**config.mk**
```make
export PLATFORM = sky130hd
export DESIGN_NAME = mbag_top
export DESIGN_NICKNAME = d
export VERILOG_FILES = /design/src/design/mbag_pkg.sv /design/src/design/mbag_circ_corr.sv /design/src/design/mbag_revcarry_add.sv /design/src/design/mbag_top.sv
export SDC_FILE = /design/constraint.sdc
export NUM_CORES = 1
export LEC_CHECK = 0
export BUFFER_PORTS_ARGS = -buffer_cell sky130_fd_sc_hd__buf_2
export CAP_MARGIN = 20
export CORE_MARGIN = 2
export CORE_UTILIZATION = 63
export DETAILED_ROUTE_END_ITERATION = 12
export PLACE_DENSITY = 0.95
export SLEW_MARGIN = 10
export SYNTH_ARGS = -nofsm -noshare
export SYNTH_HDL_FRONTEND = slang
export SYNTH_HIERARCHICAL = 1
export SYNTH_SLANG_ARGS = --single-unit
```
**constraint.sdc**
```tcl
create_clock -name pclk -period 5.72 [get_ports pclk]
set_input_delay 1.144 -clock pclk [delete_from_list [all_inputs] [get_ports pclk]]
set_output_delay 1.144 -clock pclk [all_outputs]
set_load 0.02 [all_outputs]
```
**src/design/mbag_pkg.sv**
```systemverilog
// Shared constants and types for the modulo and bit-reversed address generator.
package mbag_pkg;

   // Register byte offsets on the APB bus.
   localparam logic [11:0] OFS_MODE_CTRL = 12'h000;
   localparam logic [11:0] OFS_BITREV_CTRL = 12'h004;
   localparam logic [11:0] OFS_STATUS = 12'h008;

   // Fields of address_mode_control.
   localparam int X_SEL_LSB = 0;
   localparam int Y_SEL_LSB = 4;
   localparam int B_SEL_LSB = 8;
   localparam int SEL_W = 4;
   localparam int Y_EN_BIT = 14;
   localparam int X_EN_BIT = 15;

   // Fields of bit_reverse_control.
   localparam int PIVOT_W = 15;
   localparam int BITREV_EN_BIT = 15;

   // Fields of the status register.
   localparam int ST_X_CIRC = 0;
   localparam int ST_Y_CIRC = 1;
   localparam int ST_BITREV = 2;
   localparam int ST_LAST_BR = 3;

   // A select of all ones names the stack pointer and disables the feature.
   localparam logic [3:0] SEL_NONE = 4'hf;

   // Reset values: every pointer select off, every enable clear.
   localparam logic [15:0] MODE_CTRL_RST = 16'h0fff;
   localparam logic [15:0] BITREV_CTRL_RST = 16'h0000;

   localparam logic [31:0] RD_ZERO = 32'h0000_0000;

   typedef enum logic [2:0] {
      MODE_INDIRECT = 3'h0,
      MODE_POST_INC = 3'h1,
      MODE_POST_DEC = 3'h2,
      MODE_PRE_INC = 3'h3,
      MODE_PRE_DEC = 3'h4,
      MODE_OFFSET = 3'h5
   } mbag_mode_t;

endpackage

```
**src/design/mbag_circ_corr.sv**
```systemverilog
// Circular buffer boundary correction for one address generator.
`timescale 1ns/10ps
module mbag_circ_corr #(
   parameter int AW = 16,
   parameter bit WORD_ONLY = 1'b0
) (
   input wire logic enable,
   input wire logic dir_up,
   input wire logic [AW-1:0] buf_start,
   input wire logic [AW-1:0] buf_end,
   input wire logic [AW-1:0] addr_in,
   output logic [AW-1:0] addr_out
);

   logic [AW-1:0] len;
   logic [AW-1:0] fixed;

   always_comb begin
      // Length is implied by the bounds, so no separate size register exists.
      len = AW'(buf_end - buf_start + AW'(1));
      fixed = addr_in;
      // Overshoot past a bound is caught by magnitude compare, not equality.
      if (enable && dir_up && addr_in > buf_end) begin
         fixed = AW'(addr_in - len);
      end else if (enable && !dir_up && addr_in < buf_start) begin
         fixed = AW'(addr_in + len);
      end
      addr_out = fixed;
      if (WORD_ONLY) begin
         addr_out[0] = 1'b0;
      end
   end

endmodule // mbag_circ_corr

```
**src/design/mbag_revcarry_add.sv**
```systemverilog
// Reverse-carry adder used for bit-reversed pointer updates.
`timescale 1ns/10ps
module mbag_revcarry_add #(
   parameter int W = 16
) (
   input wire logic [W-1:0] a,
   input wire logic [W-1:0] b,
   output logic [W-1:0] sum
);

   logic [W-1:0] ra;
   logic [W-1:0] rb;
   logic [W-1:0] rs;

   // Carries run from the top bit downward by adding the mirrored operands.
   always_comb begin
      for (int i = 0; i < W; i++) begin
         ra[i] = a[W-1-i];
         rb[i] = b[W-1-i];
      end
      rs = W'(ra + rb);
      for (int i = 0; i < W; i++) begin
         sum[i] = rs[W-1-i];
      end
   end

endmodule // mbag_revcarry_add

```
**src/design/mbag_top.sv**
```systemverilog
// APB-configured modulo and bit-reversed effective address post-processor.
`timescale 1ns/10ps

// Functional notes
// X circular on: select not 15, enable set.
// Y circular on: select not 15, enable set.
// Bounds compared by magnitude; overshoot still wraps.
// Write back only for pre/post modify.
// Bit reversal only in X write generator.
// Only modifier reversed; pointer stays normal order.
// Bit reversal: select not 15, enable, increment.
// Control holds enable at top, 15-bit pivot.
// Software loads pivot with half buffer words.
// Bit-reversed addresses word aligned, pivot doubled.
// Byte or other modes give linear address.
// Bit reversal adds pivot, ignores mode offset.
// Bit reversal beats circular on X writes.
// Software avoids pointer read right after update.
// Bit-reversed buffer start aligned to its size.
// Y circular addresses keep bit zero clear.
// Buffer length implied by start/end bounds.
// Reverse carry runs from top bit down.
module mbag_top #(
   parameter int AW = 16
) (
   input wire logic pclk,
   input wire logic presetn,
   input wire logic psel,
   input wire logic penable,
   input wire logic pwrite,
   input wire logic [11:0] paddr,
   input wire logic [31:0] pwdata,
   output logic [31:0] prdata,
   output logic pready,
   output logic pslverr,
   input wire logic [AW-1:0] x_buffer_start,
   input wire logic [AW-1:0] x_buffer_end,
   input wire logic [AW-1:0] y_buffer_start,
   input wire logic [AW-1:0] y_buffer_end,
   input wire logic xr_req,
   input wire logic [3:0] xr_reg_sel,
   input wire logic [AW-1:0] xr_ptr,
   input wire logic [AW-1:0] xr_mod,
   input wire mbag_pkg::mbag_mode_t xr_mode,
   output logic xr_valid,
   output logic [AW-1:0] xr_ea,
   output logic xr_wb_en,
   output logic [AW-1:0] xr_wb,
   input wire logic xw_req,
   input wire logic [3:0] xw_reg_sel,
   input wire logic [AW-1:0] xw_ptr,
   input wire logic [AW-1:0] xw_mod,
   input wire mbag_pkg::mbag_mode_t xw_mode,
   input wire logic xw_byte,
   output logic xw_valid,
   output logic [AW-1:0] xw_ea,
   output logic xw_wb_en,
   output logic [AW-1:0] xw_wb,
   input wire logic y_req,
   input wire logic [3:0] y_reg_sel,
   input wire logic [AW-1:0] y_ptr,
   input wire logic [AW-1:0] y_mod,
   input wire mbag_pkg::mbag_mode_t y_mode,
   output logic y_valid,
   output logic [AW-1:0] y_ea,
   output logic y_wb_en,
   output logic [AW-1:0] y_wb
);

   logic [15:0] mode_ctrl_q;
   logic [15:0] bitrev_ctrl_q;
   logic [31:0] prdata_q;
   logic pready_q;
   logic pslverr_q;
   logic last_br_q;
   logic [3:0] x_sel;
   logic [3:0] y_sel;
   logic [3:0] b_sel;
   logic x_circ_on;
   logic y_circ_on;
   logic br_on;
   logic [AW-1:0] pivot_bytes;
   logic setup;
   logic access_done;
   logic [31:0] rd_mux;
   logic rd_err;

   // Configuration decode.
   always_comb begin
      x_sel = mode_ctrl_q[mbag_pkg::X_SEL_LSB +: mbag_pkg::SEL_W];
      y_sel = mode_ctrl_q[mbag_pkg::Y_SEL_LSB +: mbag_pkg::SEL_W];
      b_sel = mode_ctrl_q[mbag_pkg::B_SEL_LSB +: mbag_pkg::SEL_W];
      // X circular enable
      x_circ_on = mode_ctrl_q[mbag_pkg::X_EN_BIT] && x_sel != mbag_pkg::SEL_NONE;
      // Y circular enable
      y_circ_on = mode_ctrl_q[mbag_pkg::Y_EN_BIT] && y_sel != mbag_pkg::SEL_NONE;
      // bit reversal enable
      br_on = bitrev_ctrl_q[mbag_pkg::BITREV_EN_BIT] && b_sel != mbag_pkg::SEL_NONE;
      // pivot scaled to bytes
      pivot_bytes = AW'({bitrev_ctrl_q[mbag_pkg::PIVOT_W-1:0], 1'b0});
   end

   // APB decode. The slave answers one cycle into the access phase.
   always_comb begin
      setup = psel && !penable;
      access_done = psel && penable && pready_q;
      rd_err = 1'b0;
      rd_mux = mbag_pkg::RD_ZERO;
      unique case (paddr)
         mbag_pkg::OFS_MODE_CTRL: begin
            rd_mux = {16'h0000, mode_ctrl_q};
         end
         mbag_pkg::OFS_BITREV_CTRL: begin
            rd_mux = {16'h0000, bitrev_ctrl_q};
         end
         mbag_pkg::OFS_STATUS: begin
            rd_mux[mbag_pkg::ST_X_CIRC] = x_circ_on;
            rd_mux[mbag_pkg::ST_Y_CIRC] = y_circ_on;
            rd_mux[mbag_pkg::ST_BITREV] = br_on;
            rd_mux[mbag_pkg::ST_LAST_BR] = last_br_q;
            // Status is read-only; a write to it is refused.
            rd_err = pwrite;
         end
         default: begin
            rd_err = 1'b1;
         end
      endcase
   end

   always_ff @(posedge pclk or negedge presetn) begin
      if (!presetn) begin
         pready_q <= 1'b0;
         pslverr_q <= 1'b0;
         prdata_q <= mbag_pkg::RD_ZERO;
      end else if (setup) begin
         pready_q <= 1'b1;
         pslverr_q <= rd_err;
         prdata_q <= pwrite ? mbag_pkg::RD_ZERO : rd_mux;
      end else begin
         pready_q <= 1'b0;
         pslverr_q <= 1'b0;
      end
   end

   // Register writes land at the completing edge only.
   always_ff @(posedge pclk or negedge presetn) begin
      if (!presetn) begin
         mode_ctrl_q <= mbag_pkg::MODE_CTRL_RST;
         bitrev_ctrl_q <= mbag_pkg::BITREV_CTRL_RST;
      end else if (access_done && pwrite && !pslverr_q) begin
         if (paddr == mbag_pkg::OFS_MODE_CTRL) begin
            mode_ctrl_q <= pwdata[15:0];
         end
         // enable and pivot stored
         if (paddr == mbag_pkg::OFS_BITREV_CTRL) begin
            bitrev_ctrl_q <= pwdata[15:0];
         end
      end
   end

   assign prdata = prdata_q;
   assign pready = pready_q;
   assign pslverr = pslverr_q;

   // X read generator: circular correction only.
   logic [AW-1:0] xr_sum;
   logic [AW-1:0] xr_fix;
   logic xr_hit;
   logic xr_modify;

   always_comb begin
      xr_sum = AW'(xr_ptr + xr_mod);
      xr_modify = xr_mode != mbag_pkg::MODE_INDIRECT;
      // read side keeps circular
      xr_hit = x_circ_on && xr_reg_sel == x_sel && xr_modify;
   end

   // magnitude bound check
   mbag_circ_corr #(.AW(AW), .WORD_ONLY(1'b0)) u_xr_circ (
      .enable(xr_hit),
      .dir_up(!xr_mod[AW-1]),
      .buf_start(x_buffer_start),
      .buf_end(x_buffer_end),
      .addr_in(xr_sum),
      .addr_out(xr_fix)
   );

   logic xr_valid_q;
   logic [AW-1:0] xr_ea_q;
   logic xr_wb_en_q;
   logic [AW-1:0] xr_wb_q;

   always_ff @(posedge pclk or negedge presetn) begin
      if (!presetn) begin
         xr_valid_q <= 1'b0;
         xr_ea_q <= '0;
         xr_wb_en_q <= 1'b0;
         xr_wb_q <= '0;
      end else begin
         xr_valid_q <= xr_req;
         if (xr_req) begin
            xr_ea_q <= xr_fix;
            if (xr_mode == mbag_pkg::MODE_INDIRECT || xr_mode == mbag_pkg::MODE_POST_INC ||
                xr_mode == mbag_pkg::MODE_POST_DEC) begin
               xr_ea_q <= xr_ptr;
            end
            // write back only when modifying
            xr_wb_en_q <= xr_modify && xr_mode != mbag_pkg::MODE_OFFSET;
            xr_wb_q <= xr_fix;
         end else begin
            xr_wb_en_q <= 1'b0;
         end
      end
   end

   assign xr_valid = xr_valid_q;
   assign xr_ea = xr_ea_q;
   assign xr_wb_en = xr_wb_en_q;
   assign xr_wb = xr_wb_q;

   // X write generator: bit reversal, or circular correction when bit reversal does not apply.
   logic [AW-1:0] xw_sum;
   logic [AW-1:0] xw_fix;
   logic [AW-1:0] xw_br;
   logic [AW-2:0] xw_br_word;
   logic [AW-1:0] xw_base;
   logic xw_inc;
   logic xw_br_hit;
   logic xw_circ_hit;
   logic xw_modify;

   always_comb begin
      xw_sum = AW'(xw_ptr + xw_mod);
      xw_modify = xw_mode != mbag_pkg::MODE_INDIRECT;
      xw_inc = xw_mode == mbag_pkg::MODE_PRE_INC || xw_mode == mbag_pkg::MODE_POST_INC;
      // only writes; word increment modes only
      xw_br_hit = br_on && xw_reg_sel == b_sel && xw_inc && !xw_byte;
      // bit reversal suppresses circular
      xw_circ_hit = x_circ_on && xw_reg_sel == x_sel && xw_modify && !xw_br_hit;
      // word aligned pointer
      xw_base = {xw_ptr[AW-1:1], 1'b0};
   end

   // magnitude bound check
   mbag_circ_corr #(.AW(AW), .WORD_ONLY(1'b0)) u_xw_circ (
      .enable(xw_circ_hit),
      .dir_up(!xw_mod[AW-1]),
      .buf_start(x_buffer_start),
      .buf_end(x_buffer_end),
      .addr_in(xw_sum),
      .addr_out(xw_fix)
   );

   // pointer plus reversed pivot
   // The adder spans the word index only, so a carry never reaches byte bit zero.
   mbag_revcarry_add #(.W(AW-1)) u_xw_rev (
      .a(xw_base[AW-1:1]),
      .b(pivot_bytes[AW-1:1]),
      .sum(xw_br_word)
   );

   // reversed address word aligned
   assign xw_br = {xw_br_word, 1'b0};

   logic xw_valid_q;
   logic [AW-1:0] xw_ea_q;
   logic xw_wb_en_q;
   logic [AW-1:0] xw_wb_q;

   always_ff @(posedge pclk or negedge presetn) begin
      if (!presetn) begin
         xw_valid_q <= 1'b0;
         xw_ea_q <= '0;
         xw_wb_en_q <= 1'b0;
         xw_wb_q <= '0;
         last_br_q <= 1'b0;
      end else begin
         xw_valid_q <= xw_req;
         if (xw_req && xw_br_hit) begin
            // pivot replaces the offset
            xw_ea_q <= (xw_mode == mbag_pkg::MODE_PRE_INC) ? xw_br : xw_base;
            xw_wb_en_q <= 1'b1;
            xw_wb_q <= xw_br;
            last_br_q <= 1'b1;
         end else if (xw_req) begin
            // linear address otherwise
            xw_ea_q <= xw_fix;
            if (xw_mode == mbag_pkg::MODE_INDIRECT || xw_mode == mbag_pkg::MODE_POST_INC ||
                xw_mode == mbag_pkg::MODE_POST_DEC) begin
               xw_ea_q <= xw_ptr;
            end
            // write back only when modifying
            xw_wb_en_q <= xw_modify && xw_mode != mbag_pkg::MODE_OFFSET;
            xw_wb_q <= xw_fix;
            last_br_q <= 1'b0;
         end else begin
            xw_wb_en_q <= 1'b0;
         end
      end
   end

   assign xw_valid = xw_valid_q;
   assign xw_ea = xw_ea_q;
   assign xw_wb_en = xw_wb_en_q;
   assign xw_wb = xw_wb_q;

   // Y generator: circular correction on word data.
   logic [AW-1:0] y_sum;
   logic [AW-1:0] y_fix;
   logic y_hit;
   logic y_modify;

   always_comb begin
      y_sum = AW'(y_ptr + y_mod);
      y_modify = y_mode != mbag_pkg::MODE_INDIRECT;
      y_hit = y_circ_on && y_reg_sel == y_sel && y_modify;
   end

   // word-only Y correction
   mbag_circ_corr #(.AW(AW), .WORD_ONLY(1'b1)) u_y_circ (
      .enable(y_hit),
      .dir_up(!y_mod[AW-1]),
      .buf_start(y_buffer_start),
      .buf_end(y_buffer_end),
      .addr_in(y_sum),
      .addr_out(y_fix)
   );

   logic y_valid_q;
   logic [AW-1:0] y_ea_q;
   logic y_wb_en_q;
   logic [AW-1:0] y_wb_q;

   always_ff @(posedge pclk or negedge presetn) begin
      if (!presetn) begin
         y_valid_q <= 1'b0;
         y_ea_q <= '0;
         y_wb_en_q <= 1'b0;
         y_wb_q <= '0;
      end else begin
         y_valid_q <= y_req;
         if (y_req) begin
            y_ea_q <= y_fix;
            if (y_mode == mbag_pkg::MODE_INDIRECT || y_mode == mbag_pkg::MODE_POST_INC ||
                y_mode == mbag_pkg::MODE_POST_DEC) begin
               // word address from pointer
               y_ea_q <= y_hit ? {y_ptr[AW-1:1], 1'b0} : y_ptr;
            end
            // write back only when modifying
            y_wb_en_q <= y_modify && y_mode != mbag_pkg::MODE_OFFSET;
            y_wb_q <= y_fix;
         end else begin
            y_wb_en_q <= 1'b0;
         end
      end
   end

   assign y_valid = y_valid_q;
   assign y_ea = y_ea_q;
   assign y_wb_en = y_wb_en_q;
   assign y_wb = y_wb_q;

endmodule // mbag_top

```
After elaboration in Yosys (flattened, before gate mapping)
Index checks and enable logic that the tools add are counted.

Register bits: 168. Input port bits: 234. Output and inout bits: 136.

Equal/unequal tests: 19. Reductions and logical operators: 59. Magnitude comparators: 6. Mux-type cells: 27. Add/sub/neg operators: 14.

Operators by type and width (count): 16-bit 2-to-1 mux (14); 16-bit adder (6); 16-bit subtractor (5); 16-bit greater-than comparator (3); 16-bit less-than comparator (3); 1-bit logical AND (34); 16-bit by 1-bit adder with 16-bit output (second input constant) (2); 32-bit 2-to-1 mux (1); 12-bit one-hot mux with 2 select lines (1); 4-bit == test (4); 15-bit adder (1); 12-bit by 3-bit == test with 1-bit output (second input constant) (1); 12-bit by 4-bit == test with 1-bit output (second input constant) (1); 3-bit by 2-bit == test with 1-bit output (second input constant) (4); 12-bit logical NOT (1); 4-bit inequality test (second input constant) (3); 4-bit one-hot mux with 3 select lines (1); 3-bit by 1-bit == test with 1-bit output (second input constant) (3); 3-bit logical NOT (3); 1-bit 2-to-1 mux (9); 3-bit inequality test (second input constant) (3); 3-bit nonzero test (3); 1-bit logical NOT (7); 1-bit logical OR (7); other kinds (4) (5).

Longest topological paths before layout
Depth in word-level cells: 14. Gate-level depth with buffers: 22.

Hierarchy
Netlist, hierarchy kept.

Modules (own cells, without submodules): mbag_top (sequential area each 3843.7 µm², times used 1, area each 9460.3 µm², cells each 997); mbag_circ_corr (u_y_circ) (sequential area each 0.0 µm², times used 1, area each 3388.2 µm², cells each 450); mbag_circ_corr (u_xw_circ) (sequential area each 0.0 µm², times used 1, area each 3296.9 µm², cells each 452); mbag_circ_corr (u_xr_circ) (sequential area each 0.0 µm², times used 1, area each 3275.6 µm², cells each 435); mbag_revcarry_add (sequential area each 0.0 µm², times used 1, area each 762.0 µm², cells each 100).

Least setup slack after synthesis
OpenSTA, ideal clock, no wires.

Path kind: input to register. Start point: in y_ptr[0]. End point: reg y_wb_q[14] (netlist: y_wb[14]). Buffers on the path: 1. Arrival time: 5.064 ns. Cell stages on the path: 18. Required time: 5.595 ns. Setup slack: 0.531 ns. Cell sequence: ha_1 > fa_1 > a21o_1 > a221oi_2 > a311oi_1 > a211oi_1 > o221ai_1 > ha_1 > and4_1 > a2111oi_0 > o21ai_1 > nor3_1 > o211a_1 > nor2_1 > buf_2 > o2111ai_1 > a2bb2oi_1 > mux2_2.

Longest elaborated chain between the ends: 5.

Ends and longest elaborated chain: start, declared (line mbag_top.sv:61) `input wire logic [AW-1:0] y_ptr,`; 16-bit adder * (line mbag_top.sv:314) `y_sum = AW'(y_ptr + y_mod);`; via y_sum[14] (line mbag_top.sv:308) `logic [AW-1:0] y_sum;`; 16-bit less-than comparator (line mbag_circ_corr.sv:25) `end else if (enable && !dir_up && addr_in < buf_start) begin`; 1-bit logical AND (line mbag_circ_corr.sv:25); 16-bit 2-to-1 mux (line mbag_circ_corr.sv:25); 16-bit 2-to-1 mux * (line mbag_circ_corr.sv:23) `if (enable && dir_up && addr_in > buf_end) begin`; via y_fix[14] (line mbag_top.sv:309) `logic [AW-1:0] y_fix;`; end signal, assigned (line mbag_top.sv:351) `y_wb_q <= y_fix;`; end, declared (line mbag_top.sv:332) `logic [AW-1:0] y_wb_q;`.

The timed path passes the listed nets; every way through them passes the cells marked *. A chain may end at the register's enable or synchronous reset.

Final worst setup path
Start point: in xr_ptr[0]. End point: reg xr_ea_q[2] (netlist: xr_ea[2]).

Longest elaborated chain between the ends: 6.

Ends and longest elaborated chain: start, declared (line mbag_top.sv:42) `input wire logic [AW-1:0] xr_ptr,`; 16-bit adder * (line mbag_top.sv:172) `xr_sum = AW'(xr_ptr + xr_mod);`; via xr_sum[8] (line mbag_top.sv:166) `logic [AW-1:0] xr_sum;`; 16-bit less-than comparator (line mbag_circ_corr.sv:25); 1-bit logical AND (line mbag_circ_corr.sv:25); 16-bit 2-to-1 mux (line mbag_circ_corr.sv:25); 16-bit 2-to-1 mux * (line mbag_circ_corr.sv:23); via xr_fix[2] (line mbag_top.sv:167) `logic [AW-1:0] xr_fix;`; 16-bit 2-to-1 mux * (line mbag_top.sv:203) `if (xr_mode == mbag_pkg::MODE_INDIRECT || xr_mode == mbag_pkg::MODE_POST_INC ||`; end signal, assigned (line mbag_top.sv:202) `xr_ea_q <= xr_fix;`; end signal, assigned (line mbag_top.sv:205) `xr_ea_q <= xr_ptr;`; end, declared (line mbag_top.sv:189) `logic [AW-1:0] xr_ea_q;`.

Marks and branches as above.

==> results.json <==
{
  "run_status": "completed",
  "globalRouteTotalUtil": 0.370,
  "worst_hold_startpoint": "y_ea[0]",
  "timing_hold_violations_final": 0,
  "gp_congestion": 0.999,
  "antenna_violations_before_repair": 7,
  "finish.net_count": 3372,
  "cp-end-kind": "flop",
  "post_synth_instance_area_um2": 20200,
  "core_region_area_um2": 31600,
  "clock_tree_from_tritoncts": "done",
  "fin_worst_skew_ns": 0.0227,
  "tns_ns": 0,
  "portion_of_the_post_synthesis_area_used_by_sequential_elements": 0.190,
  "htree_num_levels": 4,
  "post_synth_cell_types": 104,
  "crit_path_start": "xr_ptr[0]",
  "drc": 0,
  "final_design_area_no_fill_um2": 23200,
  "critPathRequiredTime_ns": 6.08,
  "ios": 370,
  "via_count": 20700,
  "post-cts-setup-buffers": 0,
  "ys_dominant_reg_cell": "sky130_fd_sc_hd__dfrtp_1",
  "ir_worst_vdd_mv": 0.258,
  "post-dp-hpwl_um": 51000,
  "chipHeight_um": 183,
  "area_delta_synth_final_pct": 15.1,
  "netlist_top_cells_area": "sky130_fd_sc_hd__ha_1, sky130_fd_sc_hd__dfrtp_1, sky130_fd_sc_hd__a21oi_1",
  "cts.root.buffer_cell": "sky130_fd_sc_hd__clkbuf_16",
  "yosys_warnings": 6,
  "initialDrtViolationCount": 2063,
  "synth_area_per_cell_um2": 8.29,
  "critical_path.reg2reg.startpoint": "mode_ctrl_q[7]",
  "post-synth-top-area-fraction": 0.206,
  "post_synth_inst_count": 2434,
  "drive_above_1_share": 0.216,
  "clock_edge_transition_at_the_registers_on_the_reported_setup_and_hold_paths_ns": 0.07,
  "average_vias_per_placed_instance": 6.44,
  "die-width_um": 183,
  "fin_crit_ns": 5.58,
  "yosys_register_bits": 153,
  "synth.largest_area_cell": "sky130_fd_sc_hd__ha_1",
  "worst_skew_pair.late_latency_ns": 0.46,
  "min_period_over_period": 0.976,
  "max_slew_margin": 0.280,
  "wl_um": 63800,
  "rsz_0062_raised_after_global_routing": "yes",
  "pleak_nw": 11.8,
  "p_per_cell_area_nw_per_um2": 299,
  "hold_class": "reg2reg",
  "commonest_cells_post_synth": "sky130_fd_sc_hd__ha_1, sky130_fd_sc_hd__inv_1, sky130_fd_sc_hd__a21oi_1",
  "grt_remaining_overflow": 0,
  "critPathArrivalTime_ns": 5.95,
  "slew_viol_final": 0,
  "io_buffers": 337,
  "fmaxAchievable_ghz": 0.179,
  "effective_utilization_at_floorplan": 0.640,
  "crit_fanout": 15,
  "critical_path_launch_point_type": "input pin",
  "first_pass_grt_wire_length_um": 99700,
  "floorplan.die_area_um2": 33500,
  "grt_start_max_net_pins": 113,
  "regToRegSetupSlack_ns": 2.07,
  "drtPass1Iterations": 8,
  "critical_path_type": "in2reg",
  "timing.max_cap.violations": 0,
  "edff_count_synth": 0,
  "antenna_violating_nets_post_route": 0,
  "actual_transition_at_the_worst_max_transition_pin_ns": 1.08,
  "floorplan.rows": 65,
  "synth-async-reset-ratio": 1.00,
  "holdBufCountCts": 0,
  "clock_path_buffers": 2,
  "wl_per_cell_um": 19.9,
  "finalSetupViolCount": 0,
  "fillers": 2335,
  "synth.most_common_cell": "sky130_fd_sc_hd__ha_1",
  "cts_made_buffers": 17,
  "vias_in_the_first_global_route": 19900,
  "cts.sinks": 153,
  "placement.cell_area_um2": 22600
}
worst paths after layout:
kind | end | cells after the start
setup reg to reg | y_ea[12] | 15
hold reg to reg | y_ea[0] | 1
hold / removal | y_ea[0] | 1
min in group asynchronous | bitrev_ctrl_q[13] | 1
setup / recovery | xr_ea[2] | 20
max in group asynchronous | xr_wb[4] | 3
worst max-delay path, cell delays in order:
cell,delay [ns]
sky130_fd_sc_hd__buf_2,0.11
sky130_fd_sc_hd__ha_1,0.24
sky130_fd_sc_hd__fa_1,0.42
sky130_fd_sc_hd__a21oi_1,0.20
sky130_fd_sc_hd__o21ai_0,0.29
sky130_fd_sc_hd__a2111oi_0,0.64
sky130_fd_sc_hd__nor3_1,0.15
sky130_fd_sc_hd__xor2_1,0.47
sky130_fd_sc_hd__ha_1,0.26
sky130_fd_sc_hd__a21oi_1,0.09
sky130_fd_sc_hd__o21a_1,0.20
sky130_fd_sc_hd__o2bb2ai_1,0.16
sky130_fd_sc_hd__a31oi_1,0.10
sky130_fd_sc_hd__a21o_1,0.25
sky130_fd_sc_hd__buf_4,0.21
sky130_fd_sc_hd__a22oi_1,0.19
sky130_fd_sc_hd__nor2_1,0.06
sky130_fd_sc_hd__a211oi_1,0.45
sky130_fd_sc_hd__mux2i_1,0.13
sky130_fd_sc_hd__a21oi_1,0.16
what timing repair did:
| item | CTS | global route |
|---|---|---|
| resized for setup | 0 | 3 |
| endpoints found under the setup margin | 0 | 4 |
| hold endpoints to repair | 0 | 0 |
cell usage in the layout (no fill, tap or decap), types with 40 or more instances in the layout:
| cell | Yosys | final |
|---|---|---|
| sky130_fd_sc_hd__a31oi_1 | 40 | 40 |
| sky130_fd_sc_hd__nor3_1 | 50 | 50 |
| sky130_fd_sc_hd__nand2_1 | 157 | 157 |
| sky130_fd_sc_hd__nand3_1 | 54 | 54 |
| sky130_fd_sc_hd__a21oi_1 | 200 | 200 |
| sky130_fd_sc_hd__buf_2 | 22 | 336 |
| sky130_fd_sc_hd__ha_1 | 333 | 333 |
| sky130_fd_sc_hd__dfrtp_1 | 141 | 141 |
| sky130_fd_sc_hd__xor2_1 | 49 | 49 |
| sky130_fd_sc_hd__o21ai_0 | 90 | 90 |
| sky130_fd_sc_hd__nor2_1 | 180 | 179 |
| sky130_fd_sc_hd__inv_1 | 231 | 231 |
| sky130_fd_sc_hd__a21o_1 | 66 | 66 |
| sky130_fd_sc_hd__mux2i_1 | 43 | 43 |
| sky130_fd_sc_hd__xnor2_1 | 77 | 77 |
| sky130_fd_sc_hd__mux2_2 | 65 | 65 |
| sky130_fd_sc_hd__buf_4 | 22 | 78 |
area by class of cell:
cell class / count / area [um2] / share of cell area
clock inverter: 14 / 155 / 0.00668
timing repair buffer: 420 / 2380 / 0.103
antenna: 7 / 17.5 / 0.000754
clock buffer: 18 / 429 / 0.0185
tap: 402 / 503 / 0.0217
inverter: 231 / 867 / 0.0373
sequential: 153 / 3840 / 0.165
multi-input combinational: 1969 / 15000 / 0.647
flip-flops by register name, summed over array words and instances (netlist names):
signal / flops
prdata: 16
xr_wb: 16
bitrev_ctrl_q: 16
xr_wb_en: 1
xw_wb_en: 1
y_wb_en: 1
xw_valid: 1
xw_ea: 16
xr_valid: 1
pslverr: 1
xr_ea: 16
mode_ctrl_q: 16
xw_wb: 16
pready: 1
y_valid: 1
y_ea: 16
y_wb: 16
last_br_q: 1
per-stage QoR:
step           setup WS, ns  utilization  hold slack (ns)  std cells  total power, mW
3_5_place_dp         -0.137        0.715            0.463       3172             5.63
4_1_cts               0.316        0.734            0.480       3204             6.84
6_report              0.135        0.736            0.479       3214             6.93
2_1_floorplan         0.531            -            0.435       2449             4.44
3_3_place_gp          0.141        0.715            0.446       3171             5.47
5_1_grt            -0.00463        0.736            0.514       3213             7.41
routing by layer:
metal | up-vias | wire, um | global-route usage
met5 | - | 7 | 0
met1 | 9751 | 25500 | 0.455
met4 | 2 | 3340 | 0.189
met2 | 1127 | 29400 | 0.620
li1 | 9611 | - | -
met3 | 218 | 5540 | 0.0679
kinds of logic after synthesis:
logic type | Yosys count | share of synthesized area
mux | 108 | 0.0576
fa+ha+maj | 346 | 0.219
flops | 153 | 0.190
xor+xnor | 127 | 0.0555
other cells | 2 | 0.000372
simple gates | 637 | 0.154
compound gates | 734 | 0.255
buf+inv | 327 | 0.0683
report_power, final:
part,total (mW),switching (mW),internal [mW]
Clock,1.19,0.568,0.620
Sequential,1.37,0.111,1.26
Combinational,4.37,2.62,1.75
Total,6.93,3.30,3.64
(Power assumes the default switching activity.)
